--- src/core/icir_pkg.sv ---
// Package for the isochronous context interrupt register block.
// Assumes a classic Wishbone slave with 32-bit data and byte addresses.
package icir_pkg;
	localparam int ICIR_TX_N = 8;
	localparam int ICIR_RX_N = 4;
	localparam logic [7:0] ICIR_TX_EVENT_SET = 8'h90;
	localparam logic [7:0] ICIR_TX_EVENT_CLEAR = 8'h94;
	localparam logic [7:0] ICIR_TX_MASK_SET = 8'h98;
	localparam logic [7:0] ICIR_TX_MASK_CLEAR = 8'h9C;
	localparam logic [7:0] ICIR_RX_EVENT_SET = 8'hA0;
	localparam logic [7:0] ICIR_RX_EVENT_CLEAR = 8'hA4;
	localparam logic [7:0] ICIR_RX_MASK_SET = 8'hA8;
	localparam logic [7:0] ICIR_RX_MASK_CLEAR = 8'hAC;
	localparam logic [7:0] ICIR_MAIN_EVENT = 8'hB0;
	localparam logic [7:0] ICIR_MAIN_MASK_SET = 8'hB4;
	localparam logic [7:0] ICIR_MAIN_MASK_CLEAR = 8'hB8;
	localparam int ICIR_TX_SUM_BIT = 6;
	localparam int ICIR_RX_SUM_BIT = 7;
	localparam int ICIR_GLOBAL_EN_BIT = 31;
	localparam logic [7:0] ICIR_TX_RESET = 8'h00;
	localparam logic [3:0] ICIR_RX_RESET = 4'h0;
endpackage : icir_pkg

--- src/core/icir_regs.sv ---
// Per-context isochronous interrupt event and mask registers.
// Assumes a classic Wishbone master on CLOCK; context pulses synchronous.
//
// Contract
// RQ1 - Transmit bit latches when last-output command completes with interrupt.
// RQ2 - Receive bit latches when any input command completes with interrupt.
// RQ3 - Transmit bit sets on rising context edge or written one at 90h.
// RQ4 - Receive bit sets on rising context edge or written one at A0h.
// RQ5 - Only writing one at clear address clears an event bit.
// RQ6 - Reading 94h returns transmit events ANDed with transmit mask.
// RQ7 - Reading A4h returns receive events ANDed with receive mask.
// RQ8 - Transmit bits 7..0 belong to transmit contexts of same index.
// RQ9 - Transmit event bits 31..8 read zero and ignore writes.
// RQ10 - Receive bits 3..0 implemented; bits above read zero, ignore writes.
// RQ11 - Any transmit event drives summary bit six of main event; code ORs only events whose transmit mask bit is set.
// RQ12 - Any receive event drives summary bit seven of main event; code ORs only events whose receive mask bit is set.
// RQ13 - Transmit mask: one sets at 98h, one clears at 9Ch.
// RQ14 - Reads of 98h or 9Ch return the transmit mask.
// RQ15 - Transmit mask bits align with event bits; only 7..0 writable.
// RQ16 - Software reads context events, then writes ones to clear them.
// RQ17 - No interrupt unless global enable bit is one.
// RQ18 - Transmit summary interrupts only with main mask bit six set.
// RQ19 - Receive summary interrupts only with main mask bit seven set.
// RQ20 - Software clears all bits at init before enabling interrupts.
`timescale 1ns/1ps
module icir_regs
	import icir_pkg::*;
(
	input wire logic CLOCK,
	input wire logic RESETN,
	input wire logic WB_CYC_I,
	input wire logic WB_STB_I,
	input wire logic WB_WE_I,
	input wire logic [7:0] WB_ADR_I,
	input wire logic [3:0] WB_SEL_I,
	input wire logic [31:0] WB_DAT_I,
	output logic [31:0] WB_DAT_O,
	output logic WB_ACK_O,
	output logic WB_ERR_O,
	input wire logic [7:0] TX_CONTEXT_IRQ,
	input wire logic [3:0] RX_CONTEXT_IRQ,
	output logic TX_SUMMARY_EVENT,
	output logic RX_SUMMARY_EVENT,
	output logic IRQ
);
	logic [7:0] tx_event_reg;
	logic [7:0] tx_mask_reg;
	logic [3:0] rx_event_reg;
	logic [3:0] rx_mask_reg;
	logic [7:0] tx_irq_d_reg;
	logic [3:0] rx_irq_d_reg;
	logic [1:0] main_mask_reg;
	logic global_en_reg;
	logic ack_reg;
	logic err_reg;
	logic [31:0] dat_reg;
	logic req;
	logic wr;
	logic mapped;
	logic [31:0] wdat;
	logic [31:0] rdata;
	logic [7:0] tx_rise;
	logic [3:0] rx_rise;

	assign req = WB_CYC_I && WB_STB_I && !ack_reg && !err_reg;
	assign wr = req && WB_WE_I && mapped;
	assign wdat = {{8{WB_SEL_I[3]}}, {8{WB_SEL_I[2]}},
		{8{WB_SEL_I[1]}}, {8{WB_SEL_I[0]}}} & WB_DAT_I;

	// RQ1 RQ2 RQ8 context edges
	assign tx_rise = TX_CONTEXT_IRQ & ~tx_irq_d_reg;
	assign rx_rise = RX_CONTEXT_IRQ & ~rx_irq_d_reg;

	always_ff @(posedge CLOCK or negedge RESETN) begin
		if (!RESETN) begin
			tx_irq_d_reg <= ICIR_TX_RESET;
			rx_irq_d_reg <= ICIR_RX_RESET;
		end else begin
			tx_irq_d_reg <= TX_CONTEXT_IRQ;
			rx_irq_d_reg <= RX_CONTEXT_IRQ;
		end
	end

	// Address decode and read mux
	always_comb begin
		mapped = 1'b1;
		rdata = 32'h0000_0000;
		case (WB_ADR_I)
			// RQ6 RQ9 masked view
			ICIR_TX_EVENT_CLEAR: rdata = {24'h000000, tx_event_reg & tx_mask_reg};
			ICIR_TX_EVENT_SET: rdata = {24'h000000, tx_event_reg};
			// RQ14 mask on both
			ICIR_TX_MASK_SET, ICIR_TX_MASK_CLEAR: rdata = {24'h000000, tx_mask_reg};
			// RQ7 RQ10 masked view
			ICIR_RX_EVENT_CLEAR: rdata = {28'h0000000, rx_event_reg & rx_mask_reg};
			ICIR_RX_EVENT_SET: rdata = {28'h0000000, rx_event_reg};
			ICIR_RX_MASK_SET, ICIR_RX_MASK_CLEAR: rdata = {28'h0000000, rx_mask_reg};
			ICIR_MAIN_EVENT: begin
				rdata[ICIR_TX_SUM_BIT] = TX_SUMMARY_EVENT;
				rdata[ICIR_RX_SUM_BIT] = RX_SUMMARY_EVENT;
			end
			ICIR_MAIN_MASK_SET, ICIR_MAIN_MASK_CLEAR: begin
				rdata[ICIR_GLOBAL_EN_BIT] = global_en_reg;
				rdata[ICIR_TX_SUM_BIT] = main_mask_reg[0];
				rdata[ICIR_RX_SUM_BIT] = main_mask_reg[1];
			end
			default: mapped = 1'b0;
		endcase
	end

	// Bus answer one cycle after request
	always_ff @(posedge CLOCK or negedge RESETN) begin
		if (!RESETN) begin
			ack_reg <= 1'b0;
			err_reg <= 1'b0;
			dat_reg <= 32'h0000_0000;
		end else begin
			ack_reg <= req && mapped;
			err_reg <= req && !mapped;
			if (req && mapped && !WB_WE_I)
				dat_reg <= rdata;
		end
	end

	assign WB_ACK_O = ack_reg;
	assign WB_ERR_O = err_reg;
	assign WB_DAT_O = dat_reg;

	// RQ3 RQ5 set wins over clear
	always_ff @(posedge CLOCK or negedge RESETN) begin
		if (!RESETN) begin
			tx_event_reg <= ICIR_TX_RESET;
		end else begin
			tx_event_reg <= (tx_event_reg
				& ~((wr && WB_ADR_I == ICIR_TX_EVENT_CLEAR) ? wdat[7:0] : 8'h00))
				| tx_rise
				| ((wr && WB_ADR_I == ICIR_TX_EVENT_SET) ? wdat[7:0] : 8'h00);
		end
	end

	// RQ4 RQ5 set wins over clear
	always_ff @(posedge CLOCK or negedge RESETN) begin
		if (!RESETN) begin
			rx_event_reg <= ICIR_RX_RESET;
		end else begin
			rx_event_reg <= (rx_event_reg
				& ~((wr && WB_ADR_I == ICIR_RX_EVENT_CLEAR) ? wdat[3:0] : 4'h0))
				| rx_rise
				| ((wr && WB_ADR_I == ICIR_RX_EVENT_SET) ? wdat[3:0] : 4'h0);
		end
	end

	// RQ13 RQ15 mask set and clear
	always_ff @(posedge CLOCK or negedge RESETN) begin
		if (!RESETN) begin
			tx_mask_reg <= ICIR_TX_RESET;
			rx_mask_reg <= ICIR_RX_RESET;
		end else if (wr) begin
			if (WB_ADR_I == ICIR_TX_MASK_SET)
				tx_mask_reg <= tx_mask_reg | wdat[7:0];
			if (WB_ADR_I == ICIR_TX_MASK_CLEAR)
				tx_mask_reg <= tx_mask_reg & ~wdat[7:0];
			if (WB_ADR_I == ICIR_RX_MASK_SET)
				rx_mask_reg <= rx_mask_reg | wdat[3:0];
			if (WB_ADR_I == ICIR_RX_MASK_CLEAR)
				rx_mask_reg <= rx_mask_reg & ~wdat[3:0];
		end
	end

	// Main mask bits and global enable
	always_ff @(posedge CLOCK or negedge RESETN) begin
		if (!RESETN) begin
			main_mask_reg <= 2'h0;
			global_en_reg <= 1'b0;
		end else if (wr && WB_ADR_I == ICIR_MAIN_MASK_SET) begin
			main_mask_reg <= main_mask_reg
				| {wdat[ICIR_RX_SUM_BIT], wdat[ICIR_TX_SUM_BIT]};
			global_en_reg <= global_en_reg | wdat[ICIR_GLOBAL_EN_BIT];
		end else if (wr && WB_ADR_I == ICIR_MAIN_MASK_CLEAR) begin
			main_mask_reg <= main_mask_reg
				& ~{wdat[ICIR_RX_SUM_BIT], wdat[ICIR_TX_SUM_BIT]};
			global_en_reg <= global_en_reg & ~wdat[ICIR_GLOBAL_EN_BIT];
		end
	end

	// RQ11 transmit summary
	assign TX_SUMMARY_EVENT = |(tx_event_reg & tx_mask_reg);
	// RQ12 receive summary
	assign RX_SUMMARY_EVENT = |(rx_event_reg & rx_mask_reg);

	// RQ17 RQ18 RQ19 gated interrupt
	assign IRQ = global_en_reg && ((TX_SUMMARY_EVENT && main_mask_reg[0])
		|| (RX_SUMMARY_EVENT && main_mask_reg[1]));
endmodule : icir_regs

--- config.mk ---
export PLATFORM = sky130hd
export DESIGN_NAME = icir_regs
export DESIGN_NICKNAME = d
export VERILOG_FILES = /design/src/core/icir_pkg.sv /design/src/core/icir_regs.sv
export SDC_FILE = /design/constraint.sdc
export NUM_CORES = 1
export LEC_CHECK = 0
export BUFFER_PORTS_ARGS = -buffer_cell sky130_fd_sc_hd__clkbuf_2
export CELL_PAD_IN_SITES_DETAIL_PLACEMENT = 2
export CELL_PAD_IN_SITES_GLOBAL_PLACEMENT = 2
export CORE_ASPECT_RATIO = 0.75
export CORE_MARGIN = 1.5
export CORE_UTILIZATION = 29
export CTS_CLUSTER_DIAMETER = 50
export DETAILED_ROUTE_END_ITERATION = 8
export PLACE_DENSITY = 0.82
export SLEW_MARGIN = 10
export SYNTH_ARGS = -nofsm -noshare
export SYNTH_HDL_FRONTEND = slang
export SYNTH_SLANG_ARGS = --single-unit
--- constraint.sdc ---
create_clock -name CLOCK -period 2 [get_ports CLOCK]
set_clock_uncertainty 0.05 [all_clocks]
set_input_delay 0.4 -clock CLOCK [delete_from_list [all_inputs] [get_ports CLOCK]]
set_output_delay 0.4 -clock CLOCK [all_outputs]
set_load 0.05 [all_outputs]
## Word level (Yosys, flattened, before mapping)

Index checks and enable logic that the tools add are counted.

- Register bits after elaboration: 50

- Multiplexer cells: 16
- Reduce and logical (&&, ||, !) cells: 33
- Bitwise operators: 27
- Equality and inequality tests: 11

Operator list:

| operator | number |
|---|---|
| == test 8 bit (second input constant) | 11 |
| one-hot mux 6 bit (6 select lines) | 1 |
| bitwise AND 32 bit | 1 |
| bitwise AND 8 bit | 4 |
| two-way mux 8 bit | 4 |
| NOT 8 bit | 3 |
| OR 8 bit | 3 |
| logical AND 1 bit | 17 |
| bitwise AND 4 bit | 4 |
| two-way mux 4 bit | 4 |
| NOT 4 bit | 3 |
| OR 4 bit | 3 |
| OR reduction 11 bit | 1 |
| one-hot mux 2 bit (5 select lines) | 1 |
| OR reduction 8 bit | 1 |
| nonzero test 2 bit | 3 |
| OR reduction 2 bit | 3 |
| logical NOT 1 bit | 4 |
| two-way mux 1 bit | 4 |
| two-way mux 2 bit | 2 |
| AND reduction 2 bit | 2 |
| OR reduction 4 bit | 1 |
| bitwise AND 2 bit | 1 |
| NOT 2 bit | 1 |
| other kinds (5) | 5 |

## Longest topological paths before layout

- Depth after elaboration: 11
- Mapped depth: 6
- Gate-level depth less buffers: 4

## Least setup slack after synthesis

No wires, ideal clock.

- Kind: flip-flop to output port
- Start point: register tx_event_reg[0]
- End point: output IRQ
- Cell stages (with the launch flop): 5
- Slack: -0.235 ns
- Arrival: 1.785 ns
- Required time: 1.550 ns
- Cells stage by stage: dfrtp_1 -> a22oi_1 -> nand4_1 -> a22oi_1 -> nor2b_1

- Word-level cells in the longest chain between the ends: 5

RTL lines:

| item | line | RTL |
|---|---|---|
| start: declaration | icir_regs.sv:46 | `logic [7:0] tx_event_reg;` |
| start signal: assignment | icir_regs.sv:134 | `tx_event_reg <= (tx_event_reg` |
| bitwise AND 8 bit | icir_regs.sv:187 | `assign TX_SUMMARY_EVENT = \|(tx_event_reg & tx_mask_reg);` |
| OR reduction 8 bit | icir_regs.sv:187 |  |
| via TX_SUMMARY_EVENT | icir_regs.sv:42 | `output logic TX_SUMMARY_EVENT,` |
| logical AND 1 bit | icir_regs.sv:192 | `assign IRQ = global_en_reg && ((TX_SUMMARY_EVENT && main_mask_reg[0])` |
| logical OR 1 bit | icir_regs.sv:193 | `\|\| (RX_SUMMARY_EVENT && main_mask_reg[1]));` |
| logical AND 1 bit | icir_regs.sv:192 |  |
| end: declaration | icir_regs.sv:44 | `output logic IRQ` |

The timed path passes the listed nets, and every way through them passes these cells.

==> results.py <==
metrics = {
    "pwr": {
        "combPwrFrac": 0.163,
        "powerDensity_mw_per_mm2": 694,
        "p_seq_frac": 0.459,
        "p_int_w": 0.00159,
        "ir_drop_mv": 0.281,
        "switching_share": 0.305,
        "p_leak_nw": 1.44,
        "p_switching_w": 0.000697,
        "clockPowerShare": 0.378,
    },
    "yosys": {
        "yosysUniqueCellTypes": 48,
        "synthTopCellsByArea": "dfrtp_1 (48%), buf_4 (6.6%), o21ai_0 (5.6%)",
        "synth_top_area_frac": 0.480,
        "synth_edf_count": 0,
        "ys_seq_area_frac": 0.480,
        "synth_top_area_cell": "dfrtp_1",
        "ys_seq_elements": 50,
        "synth_common_cells": "dfrtp_1 (50), o21ai_0 (29), buf_4 (23), inv_1 (14), nand2_1 (14)",
        "syn_inst": 252,
        "netlist_area_mm2": 0.00261,
        "synth_ff_type": "dfrtp_1",
        "syn_avg_cell_area_um2": 10.4,
        "yosysMostFrequentCell": "dfrtp_1",
        "yosys_warnings": 0,
        "ys_async_sr_fraction": 1.00,
    },
    "floorplan": {
        "rows": 29,
        "die_w_um": 113,
        "die_h_um": 85.1,
        "ios": 98,
        "fp.coreArea_mm2": 0.00860,
        "die-area_mm2": 0.00958,
        "initial_utilization": 0.303,
    },
    "worst_hold_path": {
        "hold_depth": 1,
        "min_path_type": "input pin to flip-flop",
    },
    "final_layout": {
        "multi_input_comb_area_mm2": 0.00119,
        "seq_area_mm2": 0.00125,
        "nNetsFinal": 385,
        "num-fill-cells": 945,
        "syn2layout_area_growth_pct": 26.5,
        "design_area_mm2": 0.00330,
        "diodes": 0,
        "layout-drive-gt1-share": 0.357,
    },
    "run_status": {
        "violations": "DRC, setup timing",
        "outcome": "complete, but fails checks",
    },
    "worst_setup_path": {
        "worstPathArrival_ns": 1.65,
        "cp_slowest_stage_delay_ns": 0.41,
        "crit_type": "flip-flop to output port",
        "crit_fanout": 2,
        "worstPathRequired_ns": 1.55,
        "start_kind": "flip-flop",
        "cp-end-kind": "output port",
        "path_cells": "a22oi_1, nand4_1, a22oi_2, nor2b_4, buf_8",
        "reg2reg_depth": 7,
        "cp_slowest_cell": "dfrtp_1",
    },
    "timing": {
        "tns_ns": -0.102,
        "hold_viol_final": 0,
        "drv_slew": 0,
        "max_slew_margin": 0.582,
        "worst-slew-pin-transition_ns": 0.625,
        "period_share": 1.05,
        "layout_min_cycle_time_ns": 2.10,
        "rsz0062_at_grt": "true",
        "setup_viol": 1,
        "worst_slack_ns": -0.102,
        "hold_ws_ns": 0.172,
        "fmax_mhz": 476,
    },
    "drt": {
        "drtIter0Drc": 137,
        "first_pass_iters": 9,
        "drcViolationCount": 7,
        "num_vias": 2320,
        "wl_per_cell_um": 20.2,
        "vias_per_cell": 5.36,
        "postRouteWirelength_mm": 8.75,
        "drtAntennaViolNets": 0,
    },
    "cts": {
        "clockRootBuffer": "clkbuf_16",
        "cts-buffers-inserted": 5,
        "cts_sinks": 50,
        "clockBufferDepth": 2,
        "clkLatencyLatePin_ns": 0.30,
        "cts.clk_slew.worst_paths_ns": 0.07,
        "cts_max_level": 2,
        "cts_tree": "yes",
    },
    "place": {
        "dpl_cell_area_mm2": 0.00305,
        "hpwl_mm": 6.46,
        "gp_congestion": 0.848,
        "io_buffer_count": 49,
        "pre_cts_ws_ns": -0.128,
    },
    "global_routing": {
        "grt_pass1_vias": 2582,
        "grt_antenna_before_repair": 0,
        "grt-ovfl-total": 0,
        "grt_max_degree": 39,
        "grt_usage": 0.193,
        "grt_pass1_wl_mm": 14.2,
    },
    "job": {
        "drv_cap": 0,
    },
}
-- layout by cell type (no fill, tap or decap), drive strengths merged, types with 6 or more instances in the layout --
| cell | n |
|---|---|
| o31ai | 13 |
| nand4 | 6 |
| conb | 23 |
| o21ai | 29 |
| dfrtp | 50 |
| buf | 33 |
| inv | 14 |
| nand2 | 14 |
| a22oi | 7 |
| o22ai | 11 |
| o221ai | 13 |
| clkbuf | 52 |
-- stage by stage --
stage | instances | utilization | power [W]
after floorplan | 274 | - | 0.00133
after global placement | 418 | 0.355 | 0.00142
after detailed placement | 418 | 0.355 | 0.00144
after CTS | 430 | 0.378 | 0.00232
after global routing | 433 | 0.384 | 0.00238
final | 433 | 0.384 | 0.00229
-- final cells by class --
| type | instances | share of cell area |
|---|---|---|
| Clock buffer | 5 | 0.0379 |
| Clock inverter | 3 | 0.00645 |
| Inverter | 14 | 0.0159 |
| Multi-Input combinational cell | 172 | 0.361 |
| Sequential cell | 50 | 0.380 |
| Tap cell | 108 | 0.0410 |
| Timing Repair Buffer | 81 | 0.158 |
-- timing repair --
action                                  CTS  global route
gates cloned                              0             0
gates resized for setup                   5            11
hold buffers                              1             0
setup buffers                             3             3
endpoints found under the setup margin    2            13
endpoints found under the hold margin    12             0
pin swaps                                 2             5
-- logic make-up (layout without fill, tap and decap cells) --
kind of cell              after synthesis  in the layout  share of synthesized area
AOI/OAI and AO/OA                      99             99                      0.282
buffers and inverters                  52            103                      0.111
DFF                                    50             50                      0.480
and+or+nand+nor                        46             46                      0.109
muxes                                   3              3                     0.0129
other                                   1             23                    0.00144
xor gates and xnor gates                1              1                    0.00336
-- per-layer routing --
layer	share of wire	global-route usage
met1	0.47	0.265
met2	0.48	0.322
met3	0.036	0.0343
met4	0.0090	0.0426
met5	0	0
-- worst max-delay path, delay by kind of cell (launching register included) --
kind | cells | cell delay (ns)
AO/OA/AOI/OAI | 2 | 0.48
buffers and inverters | 1 | 0.15
flip-flops | 1 | 0.41
AND/OR/NAND/NOR | 2 | 0.32
-- final timing paths --
kind,from,endpoint,slack (ns)
max,flip-flop,IRQ,-0.10
min,TX_CONTEXT_IRQ[2],tx_irq_d_reg[2],0.17
max reg2reg,WB_ACK_O,tx_event_reg[0],0.09
min reg2reg,tx_irq_d_reg[1],tx_event_reg[1],0.42
max in group asynchronous,RESETN,rx_event_reg[3],0.83
min in group asynchronous,RESETN,async pin,0.52
-- power groups by stage --
stage               clock network (W)  logic (W)  registers [W]
CTS                          0.000895   0.000373        0.00105
floorplan                           0   0.000223        0.00111
global route                 0.000927   0.000400        0.00105
finish                       0.000865   0.000374        0.00105
global placement                    0   0.000353        0.00107
detailed placement                  0   0.000365        0.00107
(Power assumes the default switching activity.)
